File: src/window_geom_pkg.sv
// Constants for the first window geometry register bank and its fetch sequencer.
// Assumes a 16-bit register file reached over a 32-bit AXI4-Lite slave.
package window_geom_pkg;

    // Register indices; byte address is four times the index
    localparam logic [11:0] IDX_SCROLL_START_LO = 12'h238;
    localparam logic [11:0] IDX_SCROLL_START_HI = 12'h23a;
    localparam logic [11:0] IDX_SCROLL_END_LO   = 12'h23c;
    localparam logic [11:0] IDX_SCROLL_END_HI   = 12'h23e;
    localparam logic [11:0] IDX_M1_START_LO     = 12'h240;
    localparam logic [11:0] IDX_M1_START_HI     = 12'h242;
    localparam logic [11:0] IDX_M1_LINE_OFS     = 12'h244;
    localparam logic [11:0] IDX_M1_WIDTH        = 12'h246;
    localparam logic [11:0] IDX_M1_HEIGHT       = 12'h248;
    localparam logic [11:0] IDX_M2_START_LO     = 12'h24a;
    localparam logic [11:0] IDX_M2_START_HI     = 12'h24c;
    localparam logic [11:0] IDX_STATUS          = 12'h254;

    // Storage slots
    localparam int NUM_SLOTS = 12;
    localparam logic [3:0] S_SCR_S_LO = 4'h0;
    localparam logic [3:0] S_SCR_S_HI = 4'h1;
    localparam logic [3:0] S_SCR_E_LO = 4'h2;
    localparam logic [3:0] S_SCR_E_HI = 4'h3;
    localparam logic [3:0] S_M1_S_LO  = 4'h4;
    localparam logic [3:0] S_M1_S_HI  = 4'h5;
    localparam logic [3:0] S_M1_OFS   = 4'h6;
    localparam logic [3:0] S_M1_W     = 4'h7;
    localparam logic [3:0] S_M1_H     = 4'h8;
    localparam logic [3:0] S_M2_S_LO  = 4'h9;
    localparam logic [3:0] S_M2_S_HI  = 4'ha;
    localparam logic [3:0] S_STATUS   = 4'hb;
    localparam logic [3:0] S_NONE     = 4'hf;

    // Writable bit masks
    localparam logic [15:0] MASK_ADDR_LO = 16'hfffe;
    localparam logic [15:0] MASK_ADDR_HI = 16'h000f;
    localparam logic [15:0] MASK_OFS     = 16'h3ffe;
    localparam logic [15:0] MASK_SIZE    = 16'h03ff;

    // Reset values
    localparam logic [15:0] RST_ZERO       = 16'h0000;
    localparam logic [15:0] RST_SCR_END_LO = 16'hfffe;
    localparam logic [15:0] RST_SCR_END_HI = 16'h000f;

    // Field positions in the line offset, high address, size and status registers
    localparam int OFS_VDBL_BIT = 13;
    localparam int OFS_HDBL_BIT = 12;
    localparam int OFS_MSB      = 11;
    localparam int HI_NIB_MSB   = 3;
    localparam int SIZE_MSB     = 9;
    localparam int STAT_BUSY_BIT = 15;

    // Bytes per source pixel at 16 bpp
    localparam logic [19:0] PIX_BYTES = 20'h00002;

    localparam logic [1:0] RESP_OKAY   = 2'b00;
    localparam logic [1:0] RESP_SLVERR = 2'b10;

    typedef enum logic [1:0] {
        FS_IDLE   = 2'b00,
        FS_ACTIVE = 2'b01,
        FS_DONE   = 2'b10
    } fetch_state_t;

endpackage

File: src/window_cfg_if.sv
// Carrier between the register bank and the fetch sequencer.
// Assumes both ends sit on the same aclk.
`timescale 1ns/1ps
`default_nettype none
interface window_cfg_if;
    logic [19:0] start_addr;
    logic [11:0] line_offset;
    logic        hdbl_en;
    logic        vdbl_en;
    logic [9:0]  width_m1;
    logic [9:0]  height_m1;
    logic [19:0] scroll_start;
    logic [19:0] scroll_end;
    logic        busy;
    logic [10:0] disp_line;

    modport regs (output start_addr, line_offset, hdbl_en, vdbl_en, width_m1, height_m1,
                  output scroll_start, scroll_end, input busy, disp_line);
    modport engine (input start_addr, line_offset, hdbl_en, vdbl_en, width_m1, height_m1,
                    input scroll_start, scroll_end, output busy, disp_line);
endinterface
`default_nettype wire

File: src/window_geom_regs.sv
// Register bank for first window geometry, scroll bounds and second window start.
// Assumes an AXI4-Lite master on aclk and fetch pulses from logic on aclk.
`timescale 1ns/1ps
`default_nettype none
module window_geom_regs #(
    parameter int ADDR_W = 12
) (
    input  wire logic              aclk,
    input  wire logic              aresetn,
    input  wire logic [ADDR_W-1:0] s_axi_awaddr,
    input  wire logic              s_axi_awvalid,
    output logic                   s_axi_awready,
    input  wire logic [31:0]       s_axi_wdata,
    input  wire logic [3:0]        s_axi_wstrb,
    input  wire logic              s_axi_wvalid,
    output logic                   s_axi_wready,
    output logic [1:0]             s_axi_bresp,
    output logic                   s_axi_bvalid,
    input  wire logic              s_axi_bready,
    input  wire logic [ADDR_W-1:0] s_axi_araddr,
    input  wire logic              s_axi_arvalid,
    output logic                   s_axi_arready,
    output logic [31:0]            s_axi_rdata,
    output logic [1:0]             s_axi_rresp,
    output logic                   s_axi_rvalid,
    input  wire logic              s_axi_rready,
    input  wire logic              frame_start,
    input  wire logic              pix_req,
    output logic [19:0]            fetch_addr_r,
    output logic                   fetch_valid_r,
    output logic                   line_last_r,
    output logic                   frame_last_r,
    output logic [19:0]            second_start_r
);
    logic [15:0]       regs_r [window_geom_pkg::NUM_SLOTS];
    logic              aw_have_r;
    logic              w_have_r;
    logic [ADDR_W-1:0] aw_addr_r;
    logic [31:0]       w_data_r;
    logic [3:0]        w_strb_r;
    logic              awready_r;
    logic              wready_r;
    logic              bvalid_r;
    logic [1:0]        bresp_r;
    logic              arready_r;
    logic              rvalid_r;
    logic [31:0]       rdata_r;
    logic [1:0]        rresp_r;
    logic [19:0]       second_r;

    window_cfg_if cfg_bus ();

    // Byte address to storage slot; shared by both bus directions
    function automatic logic [3:0] slot_of(input logic [ADDR_W-1:0] a);
        logic [11:0] idx;
        idx = {2'b00, a[ADDR_W-1:2]};
        if (a[1:0] != 2'b00)
            slot_of = window_geom_pkg::S_NONE;
        else if (idx == window_geom_pkg::IDX_SCROLL_START_LO)
            slot_of = window_geom_pkg::S_SCR_S_LO;
        else if (idx == window_geom_pkg::IDX_SCROLL_START_HI)
            slot_of = window_geom_pkg::S_SCR_S_HI;
        else if (idx == window_geom_pkg::IDX_SCROLL_END_LO)
            slot_of = window_geom_pkg::S_SCR_E_LO;
        else if (idx == window_geom_pkg::IDX_SCROLL_END_HI)
            slot_of = window_geom_pkg::S_SCR_E_HI;
        else if (idx == window_geom_pkg::IDX_M1_START_LO)
            slot_of = window_geom_pkg::S_M1_S_LO;
        else if (idx == window_geom_pkg::IDX_M1_START_HI)
            slot_of = window_geom_pkg::S_M1_S_HI;
        else if (idx == window_geom_pkg::IDX_M1_LINE_OFS)
            slot_of = window_geom_pkg::S_M1_OFS;
        else if (idx == window_geom_pkg::IDX_M1_WIDTH)
            slot_of = window_geom_pkg::S_M1_W;
        else if (idx == window_geom_pkg::IDX_M1_HEIGHT)
            slot_of = window_geom_pkg::S_M1_H;
        else if (idx == window_geom_pkg::IDX_M2_START_LO)
            slot_of = window_geom_pkg::S_M2_S_LO;
        else if (idx == window_geom_pkg::IDX_M2_START_HI)
            slot_of = window_geom_pkg::S_M2_S_HI;
        else if (idx == window_geom_pkg::IDX_STATUS)
            slot_of = window_geom_pkg::S_STATUS;
        else
            slot_of = window_geom_pkg::S_NONE;
    endfunction

    // Writable bits of each slot; everything else stays zero
    function automatic logic [15:0] mask_of(input int s);
        if (s == int'(window_geom_pkg::S_M1_OFS))
            mask_of = window_geom_pkg::MASK_OFS;
        else if (s == int'(window_geom_pkg::S_M1_W) || s == int'(window_geom_pkg::S_M1_H))
            mask_of = window_geom_pkg::MASK_SIZE;
        else if (s == int'(window_geom_pkg::S_SCR_S_HI) || s == int'(window_geom_pkg::S_SCR_E_HI)
                 || s == int'(window_geom_pkg::S_M1_S_HI) || s == int'(window_geom_pkg::S_M2_S_HI))
            mask_of = window_geom_pkg::MASK_ADDR_HI;
        else if (s == int'(window_geom_pkg::S_STATUS))
            mask_of = 16'h0000;
        else
            mask_of = window_geom_pkg::MASK_ADDR_LO;
    endfunction

    function automatic logic [15:0] reset_of(input int s);
        if (s == int'(window_geom_pkg::S_SCR_E_LO))
            reset_of = window_geom_pkg::RST_SCR_END_LO;
        else if (s == int'(window_geom_pkg::S_SCR_E_HI))
            reset_of = window_geom_pkg::RST_SCR_END_HI;
        else
            reset_of = window_geom_pkg::RST_ZERO;
    endfunction

    // Handshake terms for the write path
    wire        aw_take    = s_axi_awvalid && awready_r;
    wire        w_take     = s_axi_wvalid && wready_r;
    wire        do_write   = aw_have_r && w_have_r;
    wire [3:0]  wr_slot    = slot_of(aw_addr_r);
    wire        wr_mapped  = (wr_slot != window_geom_pkg::S_NONE);
    wire [15:0] lane_mask  = {{8{w_strb_r[1]}}, {8{w_strb_r[0]}}};
    wire        aw_have_nxt = do_write ? 1'b0 : (aw_have_r || aw_take);
    wire        w_have_nxt  = do_write ? 1'b0 : (w_have_r || w_take);
    wire        bvalid_nxt  = do_write || (bvalid_r && !s_axi_bready);

    // Handshake terms for the read path
    wire        ar_take    = s_axi_arvalid && arready_r;
    wire [3:0]  rd_slot    = slot_of(s_axi_araddr);
    wire        rd_mapped  = (rd_slot != window_geom_pkg::S_NONE);
    wire        rvalid_nxt = ar_take || (rvalid_r && !s_axi_rready);

    // Live status; the bank only reports it
    wire [15:0] status_word = {cfg_bus.busy, 4'h0, cfg_bus.disp_line};
    wire [15:0] rd_word     = (rd_slot == window_geom_pkg::S_STATUS) ? status_word :
                              rd_mapped ? regs_r[rd_slot] : 16'h0000;

    // Configuration fields handed to the sequencer
    assign cfg_bus.start_addr   = {regs_r[window_geom_pkg::S_M1_S_HI][window_geom_pkg::HI_NIB_MSB:0],
                                   regs_r[window_geom_pkg::S_M1_S_LO]};
    assign cfg_bus.line_offset  = regs_r[window_geom_pkg::S_M1_OFS][window_geom_pkg::OFS_MSB:0];
    assign cfg_bus.vdbl_en      = regs_r[window_geom_pkg::S_M1_OFS][window_geom_pkg::OFS_VDBL_BIT];
    assign cfg_bus.hdbl_en      = regs_r[window_geom_pkg::S_M1_OFS][window_geom_pkg::OFS_HDBL_BIT];
    assign cfg_bus.width_m1     = regs_r[window_geom_pkg::S_M1_W][window_geom_pkg::SIZE_MSB:0];
    assign cfg_bus.height_m1    = regs_r[window_geom_pkg::S_M1_H][window_geom_pkg::SIZE_MSB:0];
    assign cfg_bus.scroll_start = {regs_r[window_geom_pkg::S_SCR_S_HI][window_geom_pkg::HI_NIB_MSB:0],
                                   regs_r[window_geom_pkg::S_SCR_S_LO]};
    assign cfg_bus.scroll_end   = {regs_r[window_geom_pkg::S_SCR_E_HI][window_geom_pkg::HI_NIB_MSB:0],
                                   regs_r[window_geom_pkg::S_SCR_E_LO]};

    // Bus outputs straight from their flops
    assign s_axi_awready  = awready_r;
    assign s_axi_wready   = wready_r;
    assign s_axi_bvalid   = bvalid_r;
    assign s_axi_bresp    = bresp_r;
    assign s_axi_arready  = arready_r;
    assign s_axi_rvalid   = rvalid_r;
    assign s_axi_rdata    = rdata_r;
    assign s_axi_rresp    = rresp_r;
    assign second_start_r = second_r;

    // Write channel capture; address and data may come in either order
    always_ff @(posedge aclk)
    begin
        if (!aresetn)
        begin
            aw_have_r <= 1'b0;
            w_have_r  <= 1'b0;
            aw_addr_r <= '0;
            w_data_r  <= 32'h00000000;
            w_strb_r  <= 4'h0;
            awready_r <= 1'b0;
            wready_r  <= 1'b0;
            bvalid_r  <= 1'b0;
            bresp_r   <= window_geom_pkg::RESP_OKAY;
        end
        else
        begin
            aw_have_r <= aw_have_nxt;
            w_have_r  <= w_have_nxt;
            // Ready drops while a response is owed, so one write at a time
            awready_r <= !aw_have_nxt && !bvalid_nxt;
            wready_r  <= !w_have_nxt && !bvalid_nxt;
            bvalid_r  <= bvalid_nxt;
            if (aw_take)
                aw_addr_r <= s_axi_awaddr;
            if (w_take)
            begin
                w_data_r <= s_axi_wdata;
                w_strb_r <= s_axi_wstrb;
            end
            if (do_write)
                bresp_r <= wr_mapped ? window_geom_pkg::RESP_OKAY : window_geom_pkg::RESP_SLVERR;
        end
    end

    // Storage; masking keeps unused bits at zero
    generate
        for (genvar s = 0; s < window_geom_pkg::NUM_SLOTS; s++)
        begin : g_slot
            always_ff @(posedge aclk)
            begin
                if (!aresetn)
                    regs_r[s] <= reset_of(s);
                else if (do_write && wr_slot == 4'(s))
                    regs_r[s] <= ((regs_r[s] & ~lane_mask) | (w_data_r[15:0] & lane_mask))
                                 & mask_of(s);
            end
        end
    endgenerate

    // Second window start, registered for its own fetch logic
    always_ff @(posedge aclk)
    begin
        if (!aresetn)
            second_r <= 20'h00000;
        else
            second_r <= {regs_r[window_geom_pkg::S_M2_S_HI][window_geom_pkg::HI_NIB_MSB:0],
                         regs_r[window_geom_pkg::S_M2_S_LO]};
    end

    // Read channel; answer one cycle after the address is taken
    always_ff @(posedge aclk)
    begin
        if (!aresetn)
        begin
            arready_r <= 1'b0;
            rvalid_r  <= 1'b0;
            rdata_r   <= 32'h00000000;
            rresp_r   <= window_geom_pkg::RESP_OKAY;
        end
        else
        begin
            arready_r <= !rvalid_nxt;
            rvalid_r  <= rvalid_nxt;
            if (ar_take)
            begin
                rdata_r <= {16'h0000, rd_word};
                rresp_r <= rd_mapped ? window_geom_pkg::RESP_OKAY : window_geom_pkg::RESP_SLVERR;
            end
        end
    end

    window_fetch_seq u_fetch (
        .aclk          (aclk),
        .aresetn       (aresetn),
        .cfg           (cfg_bus),
        .frame_start   (frame_start),
        .pix_req       (pix_req),
        .fetch_addr_r  (fetch_addr_r),
        .fetch_valid_r (fetch_valid_r),
        .line_last_r   (line_last_r),
        .frame_last_r  (frame_last_r)
    );
endmodule
`default_nettype wire

File: src/window_fetch_seq.sv
// Fetch address sequencer for the first window, with pixel doubling and scroll wrap.
// Assumes frame_start and pix_req are one-cycle pulses from logic on aclk.
`timescale 1ns/1ps
`default_nettype none
module window_fetch_seq (
    input  wire logic         aclk,
    input  wire logic         aresetn,
    window_cfg_if.engine      cfg,
    input  wire logic         frame_start,
    input  wire logic         pix_req,
    output logic [19:0]       fetch_addr_r,
    output logic              fetch_valid_r,
    output logic              line_last_r,
    output logic              frame_last_r
);
    window_geom_pkg::fetch_state_t state_r;
    logic [19:0] line_base_r;
    logic [19:0] pix_addr_r;
    logic [9:0]  src_x_r;
    logic [9:0]  src_y_r;
    logic        rep_h_r;
    logic        rep_v_r;
    logic [10:0] disp_line_r;

    // Past the scroll end the running address restarts at scroll start
    function automatic logic [19:0] wrap(input logic [19:0] a);
        wrap = (a > cfg.scroll_end) ? cfg.scroll_start : a;
    endfunction

    wire         active    = (state_r == window_geom_pkg::FS_ACTIVE);
    wire         step      = active && pix_req && !frame_start; // Restart wins; no stale fetch pulse
    wire         x_end     = (src_x_r == cfg.width_m1);
    wire         y_end     = (src_y_r == cfg.height_m1);
    wire         h_done    = !cfg.hdbl_en || rep_h_r;
    wire         v_done    = !cfg.vdbl_en || rep_v_r;
    wire         line_done = h_done && x_end;
    wire         frame_done = line_done && v_done && y_end;
    wire [19:0]  next_pix  = wrap(pix_addr_r + window_geom_pkg::PIX_BYTES);
    wire [19:0]  next_line = wrap(line_base_r + {8'h00, cfg.line_offset});

    assign cfg.busy      = active;
    assign cfg.disp_line = disp_line_r;

    // Walk source pixels; repeat pixels and lines while doubling
    always_ff @(posedge aclk)
    begin
        if (!aresetn)
        begin
            state_r       <= window_geom_pkg::FS_IDLE;
            line_base_r   <= 20'h00000;
            pix_addr_r    <= 20'h00000;
            src_x_r       <= 10'h000;
            src_y_r       <= 10'h000;
            rep_h_r       <= 1'b0;
            rep_v_r       <= 1'b0;
            disp_line_r   <= 11'h000;
            fetch_addr_r  <= 20'h00000;
            fetch_valid_r <= 1'b0;
            line_last_r   <= 1'b0;
            frame_last_r  <= 1'b0;
        end
        else
        begin
            fetch_valid_r <= step;
            line_last_r   <= step && line_done;
            frame_last_r  <= step && frame_done;
            if (frame_start)
            begin
                // A new frame restarts the walk even mid-frame
                state_r     <= window_geom_pkg::FS_ACTIVE;
                line_base_r <= cfg.start_addr;
                pix_addr_r  <= cfg.start_addr;
                src_x_r     <= 10'h000;
                src_y_r     <= 10'h000;
                rep_h_r     <= 1'b0;
                rep_v_r     <= 1'b0;
                disp_line_r <= 11'h000;
            end
            else if (step)
            begin
                fetch_addr_r <= pix_addr_r;
                if (!h_done)
                begin
                    rep_h_r <= 1'b1;
                end
                else if (!x_end)
                begin
                    rep_h_r    <= 1'b0;
                    src_x_r    <= src_x_r + 10'h001;
                    pix_addr_r <= next_pix;
                end
                else
                begin
                    rep_h_r     <= 1'b0;
                    src_x_r     <= 10'h000;
                    disp_line_r <= disp_line_r + 11'h001;
                    if (!v_done)
                    begin
                        rep_v_r    <= 1'b1;
                        pix_addr_r <= line_base_r;
                    end
                    else if (!y_end)
                    begin
                        rep_v_r     <= 1'b0;
                        src_y_r     <= src_y_r + 10'h001;
                        line_base_r <= next_line;
                        pix_addr_r  <= next_line;
                    end
                    else
                    begin
                        rep_v_r <= 1'b0;
                        state_r <= window_geom_pkg::FS_DONE;
                    end
                end
            end
        end
    end
endmodule
`default_nettype wire

File: config.mk
export PLATFORM = sky130hd
export DESIGN_NAME = window_geom_regs
export DESIGN_NICKNAME = d
export VERILOG_FILES = /design/src/window_geom_pkg.sv /design/src/window_cfg_if.sv /design/src/window_geom_regs.sv /design/src/window_fetch_seq.sv
export SDC_FILE = /design/constraint.sdc
export NUM_CORES = 1
export LEC_CHECK = 0
export BUFFER_PORTS_ARGS = -buffer_cell sky130_fd_sc_hd__buf_4
export CORE_MARGIN = 3
export CORE_UTILIZATION = 60
export CTS_BUF_LIST = sky130_fd_sc_hd__clkbuf_16
export CTS_CLUSTER_SIZE = 8
export DETAILED_ROUTE_END_ITERATION = 12
export PLACE_DENSITY = 0.81
export SLEW_MARGIN = 20
export SYNTH_ARGS = -nofsm -noshare
export SYNTH_HDL_FRONTEND = slang
export SYNTH_SLANG_ARGS = --single-unit
File: constraint.sdc
create_clock -name aclk -period 6.25 [get_ports aclk]
set_clock_uncertainty 0.1 [all_clocks]
set_input_delay 0.3125 -clock aclk [delete_from_list [all_inputs] [get_ports aclk]]
set_output_delay 0.3125 -clock aclk [all_outputs]
set_load 0.02 [all_outputs]
Yosys cells after proc, flatten, opt, wreduce, memory -nomap -nowiden
Memories as Yosys holds them, arrays and structs flattened. A register that Yosys moved wholly into a read port is not among the register bits. Index checks and enable logic that the tools add are counted.

Flip-flop bits (word level): 155. Bits in writable memories: 192. Memories kept: 1.

Add/sub/neg operators: 5. Order comparisons: 2. Equality and inequality tests: 43. Multiplexer cells: 103. Bitwise gates (word level): 39. Reduce and logical (&&, ||, !) cells: 61.

Memory list: regs_r (words 12, bits a word 16, rd ports 14, clocked after memory_dff 2, write ports 12, line window_geom_regs.sv:35) `logic [15:0] regs_r [window_geom_pkg::NUM_SLOTS];`.

Operators with widths (number): $mux 20 (13); $eq 10x10->1 const B (24); $mux 16 (14); $and 16x16->16 (5); $mux 4 (18); $or 16x16->16 (4); $mux 1 (47); $gt 20x20->1 (2); $logic_and 1x1->1 (27); $mux 3 (8); $add 10x1->10 const B (2); $add 20x12->20 (1); $add 20x2->20 const B (1); $and 10x10->10 (2); $eq 10x10->1 (2); $eq 4x4->1 const B (5); $or 10x10->10 (2); $reduce_and 5->1 (4); $and 4x4->4 (4); $eq 4x3->1 const B (4); $not 16->16 (1); $or 4x4->4 (4); $and 14x14->14 (1); $or 14x14->14 (1); other kinds (17) (57).

Logic depth before layout (Yosys ltp)
Depth after elaboration: 20. Depth in mapped cells: 19.

By module
Synthesis repeated with hierarchy kept, for this count alone.

Cell total of the unflattened synthesis: 1781. Area, all modules: 16094.2 µm².

Modules (own cells, without submodules): window_geom_regs (instances 1, cells an instance 910, area each 8951.1 µm²); window_fetch_seq (instances 1, cells an instance 871, area each 7143.1 µm²).

Worst setup path after synthesis
Ideal clock, no wire load.

Kind: reg-to-reg. Start: mem regs_r[6][1]. End: reg u_fetch.line_base_r[11]. Data arrival time: 4.387 ns. Slack: 1.635 ns. Stages on the path, launching flop included: 18. Buffers on the path: 1. Period minus slack after synthesis: 4.615 ns. Cells stage by stage: edfxtp_1 > ha_1 > fa_1 > a21oi_1 > o2111ai_1 > a22o_1 > a21oi_1 > nor2_1 > xor2_1 > ha_1 > and4_1 > a311o_1 > or4b_1 > buf_2 > nand2_8 > mux2_2 > a221oi_1 > nor2_1.

RTL lines: start, declared (line window_geom_regs.sv:35); end signal, assigned (line window_fetch_seq.sv:71) `line_base_r <= cfg.start_addr;`; end signal, assigned (line window_fetch_seq.sv:106) `line_base_r <= next_line;`; end, declared (line window_fetch_seq.sv:17) `logic [19:0] line_base_r;`.

==> impl_metrics.toml <==
[status]
run_status = "completed"

[synthesis]
yosys.area.top_type = "dfxtp_1"
synth_cell_type_count = 84
ys.flop_type = "dfxtp_1"
syn-cell-area_mm2 = 0.0155
async_reset_ff_frac = 0
synthCells = 1713
synth_top_cells_by_area = "dfxtp_1, edfxtp_1, a21oi_1, nand2_1, ha_1"
ys_warn_count = 0
synth_edf_count = 109
yosys.area.top_type_share = 0.222
syn_area_per_cell_um2 = 9.07
ys_ff_latch = 281
yosysSeqAreaShare = 0.432

[detailed_routing]
post-route-drc-count = 0
drtIter0Drc = 1774
dr.pass1.iters = 6
wire_per_inst_um = 22.9
wl_um = 49800
vias_per_cell = 6.62
antenna_left = 0
vias = 14400

[worst_setup_path]
cp_data_arrival_time_ns = 5.74
crit_path_end_kind = "flop"
path_max_fanout = 26
crit_start = "regs_r[6][1]"
cp-start-kind = "flop"
r2r_start = "regs_r[6][1]"
cp_data_required_time_ns = 6.57
worstRegToRegCells = 16
timing_worst_setup_path_type = "flop to flop"

[die]
io_pins = 153
coreArea_mm2 = 0.0253
die-height_um = 167
initial_core_util = 0.613
die_width_um = 167
rows = 58
dieArea_mm2 = 0.0278

[timing]
max_freq_mhz = 184
finalCritPeriodShare = 0.868
finalHoldViolations = 0
setup_viol_count_final = 0
rsz0062_at_grt = "false"
relSlewSlack = 0.236
worst_slew_pin_slew_ns = 1.14
tns_ns = 0
final.min_clock_period_ns = 5.42
slew_viol_final = 0

[clock_tree]
htreeDepth = 2
numCtsBuffers = 41
clock-sinks = 281
post_cts_buffers = 0
cts_tree = "done"
post_cts_resized = 0
clockBufferDepth = 3
root_buffer = "clkbuf_16"
clkTransAtPathRegs_ns = 0.05
ctsHoldBuffers = 32
clk_latency_ns = 0.55

[job]
drv.max_cap_violation_count = 0

[final_layout]
layout-drive-gt1-share = 0.125
final_nets = 1941
area_growth_pct = 15.4
final_cell_mix = "a21oi_1, nand2_1, dfxtp_1, buf_4, edfxtp_1"
finalNonFillerCells = 2173
layout_commonest_cell = "a21oi_1"
n_antenna_cell = 0
final_core_util = 0.708

[global_route]
grt_use_met2 = 0.544
grt-ovfl-total = 0
grtUsageMet1 = 0.465
track_usage = 0.345
grt_pass1_wl_um = 76700
grt_max_degree = 77
use_met3 = 0.0560
busiest_layer = "met2"
antenna_found_initial = 0
grt_pass1_vias = 13600

[hold_path]
hold_path_depth = 3
holdCritPathClass = "input pin to flop"
worstHoldStart = "s_axi_araddr[3]"

[place]
io_buffers = 115
place_congestion = 0.941
dp.final_hpwl_um = 34700
place_inst = 2073

[power_and_ir_drop]
vdd.ir_drop.worst_v = 0.000358
p_per_area_mw_per_mm2 = 251
p_leak_nw = 7.00
synth_stat cells, drive strengths merged, types with 12 or more instances:
cell and instances:
clkbuf 68, a221oi 16, dfxtp 172, nand2b 104
mux2 12, mux2i 35, inv 35, buf 48
and3 17, ha 53, a211oi 17, xor2 39
nand2 202, nand3 33, a31oi 15, nor3 31
o21ai 99, edfxtp 109, and2 31, nand4 29
o211ai 29, xnor2 37, nor2b 12, nor2 96
a21oi 223
per-layer routing:
| metal | wire length, µm | part of all wire |
|---|---|---|
| met1 | 19200 | 0.39 |
| met2 | 22700 | 0.46 |
| met3 | 5380 | 0.11 |
| met4 | 2550 | 0.051 |
| met5 | 0 | 0 |
critical path: stages, from the launching register on:
cell and delay, ns:
edfxtp_1 0.43, ha_1 0.28, fa_1 0.44, a21oi_1 0.27, o2111ai_1 0.21, a22o_1 0.34
a21oi_1 0.31, nor2_1 0.09, xor2_1 0.25, ha_1 0.31, and4_1 0.25, a311o_1 0.38
or4b_1 0.65, nand2_8 0.27, mux2_2 0.39, a221oi_1 0.26, nor2_1 0.06
path summary, 6_finish.rpt:
path / endpoint / slack (ns)
min reg2reg: u_fetch.fetch_addr_r[14] / 0.35
min: s_axi_rdata[11] / 0.14
max reg2reg: u_fetch.line_base_r[11] / 0.83
max: u_fetch.line_base_r[11] / 0.83
sequential cells by signal, indices dropped and copies added, names as in the netlist, 2 cells and up:
name,flops
regs_r,109
u_fetch.cfg.disp_line,11
second_start_r,19
s_axi_rdata,16
u_fetch.line_base_r,20
u_fetch.fetch_addr_r,20
w_data_r,16
u_fetch.pix_addr_r,20
u_fetch.src_x_r,10
w_strb_r,2
u_fetch.state_r,2
u_fetch.src_y_r,10
aw_addr_r,12
where the power goes:
part	switching [mW]	total [mW]	internal [mW]
sequential	0.0749	2.04	1.96
clock	0.867	2.06	1.19
combinational	0.238	0.399	0.161
total	1.18	4.50	3.32
final cells by class:
type | instances | area, µm²
Multi-Input combinational cell | 1299 | 8170
Inverter | 35 | 131
Timing Repair Buffer | 160 | 1280
Sequential cell | 281 | 6720
Clock buffer | 41 | 1030
Tap cell | 330 | 413
Clock inverter | 27 | 185
Fill cell | 1873 | 7400
logic make-up (layout without fill, tap and decap cells):
group | Yosys count | after routing | share of synthesized area
buffers and inverters | 151 | 263 | 0.0473
other | 1 | 19 | 0.000241
adder cells (fa/ha/maj) | 54 | 54 | 0.0440
multiplexers | 51 | 51 | 0.0378
flip-flops | 281 | 281 | 0.432
AND/OR/NAND/NOR | 602 | 602 | 0.198
XOR/XNOR | 76 | 76 | 0.0429
AO/OA/AOI/OAI | 497 | 497 | 0.198
metrics by stage:
step / total power, mW / worst slack [ns] / area [µm²] / hold WS (ns)
final: 4.50 / 0.827 / 17900 / 0.144
after global placement: 2.43 / 0.973 / 16400 / 0.342
after detailed placement: 2.44 / 0.933 / 16400 / 0.346
after global routing: 4.61 / 0.485 / 17900 / 0.180
after floorplan: 2.31 / 1.64 / 15600 / 0.321
after CTS: 4.47 / 0.907 / 17900 / 0.124
No activity file was read; power rests on OpenSTA's default activity.
